### src/mode_ext_defs.svh
// Constants for the extended mode register one and two decoder
`ifndef MODE_EXT_DEFS_SVH
`define MODE_EXT_DEFS_SVH
`define EMR_WIDTH 19
`define EMR_ONE_SEL 3'h1
`define EMR_TWO_SEL 3'h2
`define EMR_ONE_RESET 19'h00000
`define EMR_TWO_RESET 19'h00000
`define EMR1_DLL_OFF_BIT 0
`define EMR1_DRV_LO_BIT 1
`define EMR1_RTT_B0_BIT 2
`define EMR1_AL_LO_BIT 3
`define EMR1_AL_HI_BIT 4
`define EMR1_DRV_HI_BIT 5
`define EMR1_RTT_B1_BIT 6
`define EMR1_WLEVEL_BIT 7
`define EMR1_RTT_B2_BIT 9
`define EMR1_TSTROBE_BIT 11
`define EMR1_QOFF_BIT 12
`define EMR2_CWL_LO_BIT 3
`define EMR2_ASR_BIT 6
`define EMR2_SRT_BIT 7
`define EMR2_RTTWR_LO_BIT 9
`define EMR2_RTTWR_HI_BIT 10
`define DLL_OFF_LATENCY 4'h6
`endif

### src/mode_ext_pkg.sv
// Types shared by the extended mode register decoder
package mode_ext_pkg;
   // Nominal termination choice, reference divided by n
   typedef enum logic [2:0] {
      RTT_OFF = 3'h0, RTT_DIV4 = 3'h1, RTT_DIV2 = 3'h2, RTT_DIV6 = 3'h3,
      RTT_DIV12 = 3'h4, RTT_DIV8 = 3'h5, RTT_RSV6 = 3'h6, RTT_RSV7 = 3'h7
   } rtt_sel_t;
   // Additive latency choice
   typedef enum logic [1:0] {
      AL_ZERO = 2'h0, AL_CL_M1 = 2'h1, AL_CL_M2 = 2'h2, AL_RSV = 2'h3
   } al_sel_t;
   // Self refresh DLL tracking states
   typedef enum logic [2:0] {
      DLL_ST_RUN = 3'b001, DLL_ST_SLEEP = 3'b010, DLL_ST_OFF = 3'b100
   } dll_state_t;
   // Decoded settings travelling together
   typedef struct packed {
      logic dll_on;
      logic [1:0] drive_sel;
      al_sel_t al_sel;
      logic write_level;
      logic term_strobe;
      logic out_off;
      rtt_sel_t rtt_nom;
      logic [2:0] cwl_code;
      logic asr_en;
      logic srt_en;
      logic [1:0] rtt_wr;
   } mode_cfg_t;
endpackage

### src/mode_ext_regs.sv
// Extended mode registers one and two: storage, decode and termination control
//
// What this block does
// - Register one held until rewrite or reset
// - Leveling limits termination unless outputs off
// - Running DLL sleeps and restarts across self refresh
// - Disabled DLL stays off after self refresh
// - DLL off: no termination, latency six
// - Bits five and one pick drive strength
// - Output-off bit tri-states data and strobes
// - Termination strobe replaces data mask function
// - Bits nine, six, two pick termination
// - Termination gated; write value substitutes
// - Termination follows sampled termination pin
// - Bit seven enters write leveling
// - Bits four, three pick additive latency
// - Register two held until rewritten
// - Register two sets write latency
// - Dynamic write termination per burst
`timescale 1ns/1ps
`default_nettype none
`include "mode_ext_defs.svh"
module mode_ext_regs
   import mode_ext_pkg::*;
(
   input wire logic clk_i, // Command clock
   input wire logic rst_i, // Sync reset, high (reset pin low)
   input wire logic mrs_i, // Mode register load command, one cycle
   input wire logic [2:0] bank_i, // Bank lines pick the register
   input wire logic [18:0] addr_i, // Address lines carry the value
   input wire logic sr_enter_i, // Self refresh entry pulse
   input wire logic sr_exit_i, // Self refresh exit pulse
   input wire logic init_done_i, // Init and calibration finished
   input wire logic read_busy_i, // Read burst in flight
   input wire logic write_busy_i, // Write burst in flight
   input wire logic odt_pin_i, // Termination pin, asynchronous
   output logic [18:0] emr_one_o, // Stored register one
   output logic [18:0] emr_two_o, // Stored register two
   output var mode_cfg_t cfg_o, // Decoded settings
   output logic dll_active_o, // DLL running
   output logic dll_reset_o, // DLL reset request pulse
   output logic out_oe_allow_o, // Data and strobe may drive
   output logic data_mask_en_o, // Mask function on shared ball
   output logic strobe_term_en_o, // Termination on strobe pair
   output logic term_on_o, // Termination applied now
   output logic [2:0] term_sel_o, // Active termination code
   output logic [3:0] read_cl_cap_o, // Forced latency, 0 when free
   output logic [4:0] write_lat_add_o // Additive part of write latency
);
   logic [18:0] one_reg, one_next; // Register one storage
   logic [18:0] two_reg, two_next; // Register two storage
   dll_state_t dll_reg, dll_next; // DLL tracking state
   logic dllrst_reg, dllrst_next; // DLL reset pulse
   logic odt_s1_reg, odt_s2_reg; // Pin synchroniser
   logic term_reg, term_next; // Termination enable
   logic [2:0] tsel_reg, tsel_next; // Termination code
   mode_cfg_t cfg; // Combinational decode

   // Decode termination field from the three scattered bits
   function automatic rtt_sel_t rtt_of(input logic [18:0] r);
      rtt_of = rtt_sel_t'({r[`EMR1_RTT_B2_BIT], r[`EMR1_RTT_B1_BIT], r[`EMR1_RTT_B0_BIT]});
   endfunction

   // Register loads; reserved bits stored as written, controller keeps them zero
   always_comb begin
      one_next = one_reg;
      two_next = two_reg;
      if (mrs_i && bank_i == `EMR_ONE_SEL) begin
         one_next = addr_i;
      end
      if (mrs_i && bank_i == `EMR_TWO_SEL) begin
         two_next = addr_i;
      end
   end

   // Reset clears register one; register two only loses state at power loss
   always_ff @(posedge clk_i) begin
      if (rst_i) begin
         one_reg <= `EMR_ONE_RESET;
      end else begin
         one_reg <= one_next;
      end
      two_reg <= two_next;
   end

   // Field decode
   always_comb begin
      cfg.dll_on = ~one_reg[`EMR1_DLL_OFF_BIT];
      cfg.drive_sel = {one_reg[`EMR1_DRV_HI_BIT], one_reg[`EMR1_DRV_LO_BIT]};
      cfg.al_sel = al_sel_t'(one_reg[`EMR1_AL_HI_BIT:`EMR1_AL_LO_BIT]);
      cfg.write_level = one_reg[`EMR1_WLEVEL_BIT];
      cfg.term_strobe = one_reg[`EMR1_TSTROBE_BIT];
      cfg.out_off = one_reg[`EMR1_QOFF_BIT];
      cfg.rtt_nom = rtt_of(one_reg);
      cfg.cwl_code = two_reg[`EMR2_CWL_LO_BIT+2:`EMR2_CWL_LO_BIT];
      cfg.asr_en = two_reg[`EMR2_ASR_BIT];
      cfg.srt_en = two_reg[`EMR2_SRT_BIT];
      cfg.rtt_wr = two_reg[`EMR2_RTTWR_HI_BIT:`EMR2_RTTWR_LO_BIT];
   end

   // DLL tracking across self refresh; exit from sleep restarts and resets
   always_comb begin
      dll_next = dll_reg;
      dllrst_next = 1'b0;
      case (dll_reg)
         DLL_ST_RUN: begin
            if (sr_enter_i) begin
               dll_next = DLL_ST_SLEEP;
            end else if (!cfg.dll_on) begin
               dll_next = DLL_ST_OFF;
            end
         end
         DLL_ST_SLEEP: begin
            if (sr_exit_i) begin
               dll_next = DLL_ST_RUN;
               dllrst_next = 1'b1;
            end
         end
         DLL_ST_OFF: begin
            // Self refresh exit alone never wakes it
            if (cfg.dll_on && !sr_enter_i) begin
               dll_next = DLL_ST_RUN;
            end
         end
         default: dll_next = DLL_ST_OFF;
      endcase
   end

   // Termination: synchronised pin, gated by state, write value substituted
   always_comb begin
      logic allowed;
      logic wl_ok;
      allowed = 1'b0;
      wl_ok = 1'b0;
      tsel_next = cfg.rtt_nom;
      // Leveling with outputs on: only write-capable values 2, 4, 6 usable
      wl_ok = !cfg.write_level || cfg.out_off ||
              (cfg.rtt_nom inside {RTT_DIV2, RTT_DIV4, RTT_DIV6});
      allowed = init_done_i && !read_busy_i && dll_reg == DLL_ST_RUN;
      if (write_busy_i && cfg.rtt_wr != 2'h0 && !cfg.write_level) begin
         tsel_next = {1'b0, cfg.rtt_wr};
      end
      term_next = allowed && wl_ok && odt_s2_reg && tsel_next != 3'h0;
   end

   // Pin synchroniser, DLL and termination registers
   always_ff @(posedge clk_i) begin
      odt_s1_reg <= odt_pin_i;
      odt_s2_reg <= odt_s1_reg;
      if (rst_i) begin
         dll_reg <= DLL_ST_OFF;
         dllrst_reg <= 1'b0;
         term_reg <= 1'b0;
         tsel_reg <= 3'h0;
      end else begin
         dll_reg <= dll_next;
         dllrst_reg <= dllrst_next;
         term_reg <= term_next;
         tsel_reg <= tsel_next;
      end
   end

   assign emr_one_o = one_reg;
   assign emr_two_o = two_reg;
   assign cfg_o = cfg;
   assign dll_active_o = dll_reg == DLL_ST_RUN;
   assign dll_reset_o = dllrst_reg;
   assign out_oe_allow_o = ~one_reg[`EMR1_QOFF_BIT];
   assign strobe_term_en_o = one_reg[`EMR1_TSTROBE_BIT];
   assign data_mask_en_o = ~one_reg[`EMR1_TSTROBE_BIT];
   assign term_on_o = term_reg;
   assign term_sel_o = tsel_reg;
   // Latency forced to six clocks while the DLL is off
   assign read_cl_cap_o = (dll_reg == DLL_ST_RUN) ? 4'h0 : `DLL_OFF_LATENCY;
   // Additive latency as a code: zero, or 1 or 2 less than CL
   assign write_lat_add_o = {3'h0, cfg.al_sel};
endmodule
`default_nettype wire

### config.mk
export PLATFORM = sky130hd
export DESIGN_NAME = mode_ext_regs
export DESIGN_NICKNAME = d
export VERILOG_FILES = /design/src/mode_ext_pkg.sv /design/src/mode_ext_regs.sv
export VERILOG_INCLUDE_DIRS = /design/src /design/src/src
export SDC_FILE = /design/constraint.sdc
export NUM_CORES = 1
export LEC_CHECK = 0
export BUFFER_PORTS_ARGS = -buffer_cell sky130_fd_sc_hd__buf_2
export CAP_MARGIN = 5
export CORE_MARGIN = 4
export CORE_UTILIZATION = 35
export DETAILED_ROUTE_END_ITERATION = 8
export PLACE_DENSITY_LB_ADDON = 0.08
export RECOVER_POWER = 100
export SLEW_MARGIN = 10
export SYNTH_ARGS = -nofsm -noshare
export SYNTH_HDL_FRONTEND = slang
export SYNTH_SLANG_ARGS = --single-unit
### constraint.sdc
create_clock -name clk_i -period 4.6 [get_ports clk_i]
set_clock_uncertainty 0.2 [all_clocks]
set_input_delay 0.92 -clock clk_i [delete_from_list [all_inputs] [get_ports clk_i]]
set_output_delay 0.92 -clock clk_i [all_outputs]
set_load 0.03 [all_outputs]
# Word level (Yosys, flattened, before mapping)
# Index checks and enable logic that the tools add are counted.
# Widths: inputs -> output; s select.
[classes]
eq_ne = 11
mux = 8
n_bitwise = 4
n_reduce_logical = 20
[ops]
columns = ["cell", "n"]
rows = [
  ["$mux 3", 6],
  ["$eq 3x2->1 const B", 4],
  ["$logic_and 1x1->1", 10],
  ["$eq 3x1->1 const B", 3],
  ["$pmux 3 s3", 1],
  ["$reduce_bool 3->1", 2],
  ["$ne 2x2->1 const B", 2],
  ["$not 1->1", 4],
  ["$eq 3x3->1 const B", 1],
  ["$logic_not 1->1", 3],
  ["$ne 3x2->1 const B", 1],
  ["$reduce_and 3->1", 1],
  ["$logic_or 1x1->1", 2],
  ["$reduce_bool 2->1", 1],
  ["$reduce_or 2->1", 1],
  ["$mux 1", 1],
]
[totals]
ff_bits = 48
input_bits = 31
output_inout_bits = 74
wordCells = 51

# Longest topological paths before layout
# Gate-level depths: netlist of run 1.
[depth]
ltp_word = 6
depth_mapped = 5

# Least setup slack after synthesis of run 1
# No wires, ideal clock.
[synth_path]
kind = "in2reg"
from = "input bank_i[2]"
to = "register two_reg[0], in the netlist emr_two_o[0] (enable)"
setup_ns = 0.444
arrival_time_ns = 2.859
t_required_ns = 3.956
setup_slack_ns = 1.097
cell_stages = 1
cell_sequence = "nor4bb_1"
[synth_between]
elab_chain_cells = 2
[synth_lines]
columns = ["element", "line", "source"]
rows = [
  ["start, declared", "mode_ext_regs.sv:29", "input wire logic [2:0] bank_i,"],
  ["$eq 3x2->1 (no source line)", "--", ""],
  ["$logic_and 1x1->1 (no source line)", "--", ""],
  ["end signal, assigned", "mode_ext_regs.sv:83", "two_reg <= two_next;"],
  ["end, declared", "mode_ext_regs.sv:51", "logic [18:0] two_reg, two_next;"],
]
# No other way between the ends.
# A chain may end at the register's enable or synchronous reset.

# Worst setup path in the final report of run 1
[layout_path]
from = "register dll_reg[0]"
to = "output dll_active_o"
[layout_between]
elab_chain_cells = 1
[layout_lines]
columns = ["element", "line", "source"]
rows = [
  ["start, declared", "mode_ext_regs.sv:52", "dll_state_t dll_reg, dll_next;"],
  ["start signal, assigned", "mode_ext_regs.sv:156", "dll_reg <= dll_next;"],
  ["$eq 3x1->1", "mode_ext_regs.sv:166", "assign dll_active_o = dll_reg == DLL_ST_RUN;"],
  ["end, declared", "mode_ext_regs.sv:40", "output logic dll_active_o,"],
]
# No other way between the ends.

==> results of run 1 <==
[power by group through the flow]
| stage | Combinational [mW] | Sequential [mW] | Clock (mW) |
|---|---|---|---|
| floorplan | 0.0518 | 0.491 | 0 |
| global placement | 0.0969 | 0.473 | 0 |
| detailed placement | 0.0972 | 0.473 | 0 |
| CTS | 0.0975 | 0.463 | 0.244 |
| global route | 0.0978 | 0.466 | 0.267 |
| finish | 0.0895 | 0.464 | 0.232 |
[final cells by class]
type                            instances  area (um2)  area share, %
Inverter                                5        18.8          0.839
Clock inverter                          1        5.00          0.224
Clock buffer                            7        76.3           3.41
Timing Repair Buffer                  100         400           17.9
Sequential cell                        48        1150           51.5
Tap cell                               70        87.6           3.92
Multi-Input combinational cell         97         497           22.2
[synth_stat cells]
cell type	count	area [um2]
o211ai_1	1	7.51
buf_4	27	203
or4b_1	1	10.0
and3b_1	2	17.5
nor4bb_1	1	10.0
a211oi_1	1	7.51
nor3_1	1	5.00
nor2_1	6	22.5
nand2_1	40	150
clkbuf_1	2	7.51
edfxtp_1	19	571
buf_2	3	15.0
nand4_1	1	6.26
nand3b_1	1	7.51
nor2b_1	2	12.5
o21bai_1	1	7.51
nand4bb_1	1	11.3
o21ai_1	2	10.0
conb_1	1	3.75
a221oi_1	1	8.76
inv_1	5	18.8
dfxtp_1	29	581
a21oi_1	23	115
buf_1	1	3.75
nand2b_1	1	6.26
and2b_4	1	10.0
a21o_1	1	7.51
mux2i_1	2	20.0
and4bb_1	1	12.5
nor3b_2	1	12.5
[routing by layer]
| layer | GRT usage, % | part of all wire, % |
|---|---|---|
| met1 | 16.0 | 42 |
| met2 | 20.7 | 47 |
| met3 | 5.21 | 10 |
| met4 | 3.55 | 0.99 |
| met5 | 0 | 0 |
[worst register-to-register path: cells and delay by family (launching register included)]
kind            cells  cell delay [ns]
flops               1             0.44
compound gates      1             0.40
mux                 1             0.26
simple gates        1             0.06
[through the flow]
step	hold WS, ns	instances
after floorplan	0.110	183
after global placement	0.111	320
after detailed placement	0.116	320
after CTS	0.135	328
after global routing	0.151	328
final	0.132	328
[worst paths after layout]
path | from | end | slack, ns
worst max-delay path | dll_reg[0] | dll_active_o | 2.06
worst min-delay path | odt_s1_reg | odt_s2_reg | 0.13
worst max register to register | emr_two_o[10] | term_sel_o[0] | 3.09
worst min register to register | odt_s1_reg | odt_s2_reg | 0.13
[kinds of logic after synthesis]
kind of cell / Yosys count / share of synthesized area [%]
buffers and inverters: 38 / 13.2
flip-flops: 48 / 61.2
other: 1 / 0.199
AND/OR/NAND/NOR: 60 / 15.6
AO/OA/AOI/OAI: 30 / 8.72
multiplexers: 2 / 1.06
==> results.cfg, run 1 <==
[global_routing]
grtUsageTotal_pct = 12.9
grt_pass1_wl_mm = 6.45
grt_pass1_vias = 1299
antenna_found_initial = 0
grt_max_degree = 28
overflow = 0

[worst_setup_path]
cp.buffers_inverters = 1
path_delay_family = simple AND/OR/NAND/NOR gates
critPathKind = reg -> out
required_ns = 3.48
crit_chain = nor2b_1 > and2b_4 > clkbuf_1
cp_max_fo = 4
slowest_delay_ns = 0.39
cp.depth = 3
worstSetupStartpointType = flop
slowest_stage = dfxtp_1
reg2regPathDepth = 3
arrival_ns = 1.42
worstSetupEndpointType = output pin

[cts]
cts_max_path_buffers = 2
tritoncts = built
cts_resized = 0
cts_made_buffers = 5
clk_pin_slew_ns = 0.07
clock_latency_ns = 0.29
clkSinkCount = 48
cts_setup_buffers = 0
h-tree-depth = 2
cts_root_buf = clkbuf_8
postCtsHoldBufs = 0

[floorplanning]
rows = 26
ioPinCount = 105
initial_core_util_pct = 36.4
dieWidth_um = 81.3
die_area_um2 = 6610
die_h_um = 81.3
core_um2 = 5170

[power_and_ir_drop]
p_int_uw = 587
p_comb_share_pct = 11.4
pwr-share-clk_pct = 29.6
p_leak_nw = 0.784
netSwitchingPower_uw = 198
powerDensity_nw_per_um2 = 351
finalPower_uw = 786
switching_share_pct = 25.2
vdd_ir_drop_max_mv = 0.128
seqPwrFrac_pct = 59.0

[finish]
drive_above_1_share_pct = 10.9
layout_common_cells = clkbuf_1, nand2_1, dfxtp_1
num-fill-cells = 564
utilization_pct = 43.2
area_growth_pct = 18.9
stdcell_area_um2 = 2240
num-nets-final = 288
layout_commonest_cell = clkbuf_1
antennaDiodeCount = 0

[worst_hold_path]
holdPathStages = 0
hold_path.class = reg -> reg

[sta]
drv_slew = 0
setup_ws_ns = 2.06
fin_setup_tns_ns = 0
fmaxAchievable_mhz = 393
min_period_ns = 2.54
hold_viol = 0
rsz0062_at_grt = false
fin_crit_sh_pct = 55.3
setup_viol = 0
tightestPinTransition_ns = 1.21
slew_headroom_pct = 19.3

[place]
io_buffers = 99
gp_congestion = 0.764
post-place-ws_ns = 2.01
dp_hpwl_mm = 3.14
place_area_um2 = 2270

[drt]
route.detailed.drc = 0
drt_iter0_drc = 72
first_pass_iters = 4
ant_nets = 0
wl_per_cell_um = 13.0
totalWireLength_mm = 4.25
viasPerCell = 4.31
vias = 1413

[synth]
ys_ff_latch = 48
syn_area_um2 = 1880
postSynthAreaPerCell_um2 = 10.5
synth_cell_type_count = 30
yosysWarningCount = 0
syn-instance-count = 179
yosysSeqAreaShare_pct = 61.2

[job]
cap_violations = 0

[status]
status = completed
Power figures use the tool's default switching activity.
==> inputs of run 2 (changes only) <==
==> constraint.sdc (replaced) <==
create_clock -name clk_i -period 2.44 [get_ports clk_i]
set_clock_uncertainty 0.2 [all_clocks]
set_input_delay 0.488 -clock clk_i [delete_from_list [all_inputs] [get_ports clk_i]]
set_output_delay 0.488 -clock clk_i [all_outputs]
set_load 0.03 [all_outputs]
==> run 2 against run 1 <==
Net effect: combinational power grew 92%; routed wire length shrank 1.1%; clock power grew 88%; design area grew 0.90%; core utilization grew 0.39 points; sequential power grew 88%; critical path depth is the same; highest routed layer unchanged; cell count grew 0.61%; via count grew 2.3%; largest cell class unchanged; sequential share of layout area shrank 0.46 points.
==> results.cfg, run 2 (synthesis results as in run 1) <==
[drt]
wl_per_cell_um = 12.7
drt_iter0_drc = 40
first_pass_iters = 4
ant_nets = 0
viasPerCell = 4.38
totalWireLength_mm = 4.21
vias = 1446
route.detailed.drc = 0

[cts]
postCtsHoldBufs = 0
tritoncts = built
clock_latency_ns = 0.29
cts_setup_buffers = 0
cts_made_buffers = 5
clk_pin_slew_ns = 0.08
clkSinkCount = 48
h-tree-depth = 2
cts_max_path_buffers = 2
cts_root_buf = clkbuf_8
cts_resized = 0

[worst_setup_path]
worstSetupEndpointType = output pin
cp_max_fo = 4
worstSetupStartpointType = flop
r2r-start = emr_two_o[10]
r2r_end = term_sel_o[0]
rrSetupSlack_ns = 0.95
reg2regPathDepth = 3
required_ns = 1.75
critPathKind = reg -> out
arrival_ns = 1.37

[status]
status = completed

[global_routing]
grt_pass1_wl_mm = 6.41
grtUsageTotal_pct = 12.7
grt_pass1_vias = 1302
grt_max_degree = 28
antenna_found_initial = 0
overflow = 0

[finish]
utilization_pct = 43.6
multi_input_area_um2 = 507
num-nets-final = 290
regArea_um2 = 1150
antennaDiodeCount = 0
layout_common_cells = clkbuf_1, nand2_1, dfxtp_1
area_growth_pct = 20.0
layout_commonest_cell = clkbuf_1
drive_above_1_share_pct = 10.8
num-fill-cells = 570

[sta]
slew_headroom_pct = 26.3
drv_slew = 0
min_period_ns = 2.06
rsz0062_at_grt = false
hold_viol = 0
tightestPinTransition_ns = 1.11
fin_crit_sh_pct = 84.4
fmaxAchievable_mhz = 486
setup_viol = 0
fin_setup_tns_ns = 0

[power_and_ir_drop]
p_comb_share_pct = 11.6
netSwitchingPower_uw = 374
pwr-share-clk_pct = 29.4
seqPwrFrac_pct = 59.0
switching_share_pct = 25.3
powerDensity_nw_per_um2 = 657
p_leak_nw = 0.796
vdd_ir_drop_max_mv = 0.334
p_int_mw = 1.11

[worst_hold_path]
hold_path.class = in -> reg
min-delay-start = odt_pin_i
holdPathStages = 1
holdPathEnd = odt_s1_reg

[floorplanning]
rows = 26
dieWidth_um = 81.3
initial_core_util_pct = 36.4
ioPinCount = 105
core_um2 = 5170
die_area_um2 = 6610
die_h_um = 81.3

[place]
dp_hpwl_mm = 3.09
gp_congestion = 0.808
io_buffers = 99

[job]
cap_violations = 0
## run 2: cell types whose count changed in the layout (fill, tap and decap cells not counted), sizes merged
cell,delta
clkbuf,+1
buf,+1
## run 2: worst max-delay path by stage
stage	startpoint	end	slack, ns
after floorplan	bank_i[0]	emr_two_o[0]	0.09
after global placement	bank_i[0]	emr_two_o[18]	0.71
after detailed placement	bank_i[0]	emr_two_o[1]	0.70
after CTS	dll_reg[0]	read_cl_cap_o[1]	0.44
after global routing	dll_reg[0]	dll_active_o	0.31
final	dll_reg[0]	dll_active_o	0.38
## run 2: worst max-delay path, cell delays in order (launching register included)
cell	delay, ns
dfxtp_1	0.36
nor2b_1	0.21
and2b_4	0.20
clkbuf_1	0.31
## run 2: stage by stage
stage	cells	power, mW	hold WS, ns	setup slack, ns	area, um2
5_1_grt	330	1.56	0.0828	0.314	2260
4_1_cts	330	1.52	0.0827	0.439	2370
3_3_place_gp	322	1.08	0.112	0.712	2290
6_report	330	1.48	0.0972	0.381	2260
3_5_place_dp	322	1.08	0.115	0.700	2290
2_1_floorplan	183	1.02	0.110	0.0863	1900
## run 2: layout make-up
class / instances / share of cell area, %
clock buffer: 7 / 3.38
clock inverter: 1 / 0.166
inverter: 5 / 0.832
multi-input combinational: 97 / 22.5
sequential: 48 / 51.0
tap: 70 / 3.88
timing repair buffer: 102 / 18.2
## run 2: power groups by stage
stage	Sequential (mW)	Clock, mW	Combinational (mW)
after global routing	0.878	0.491	0.188
after CTS	0.874	0.458	0.186
final	0.874	0.436	0.172
after detailed placement	0.893	0	0.186
after floorplan	0.926	0	0.0982
after global placement	0.892	0	0.185
## run 2: per-layer routing
layer	part of all wire [%]	global-route usage, %	routed length (um)	up-vias
li1	-	-	-	730
met1	42	15.5	1750	653
met2	48	20.8	2010	61
met3	10	4.99	420	2
met4	0.48	3.55	20	0
met5	0	0	0	-
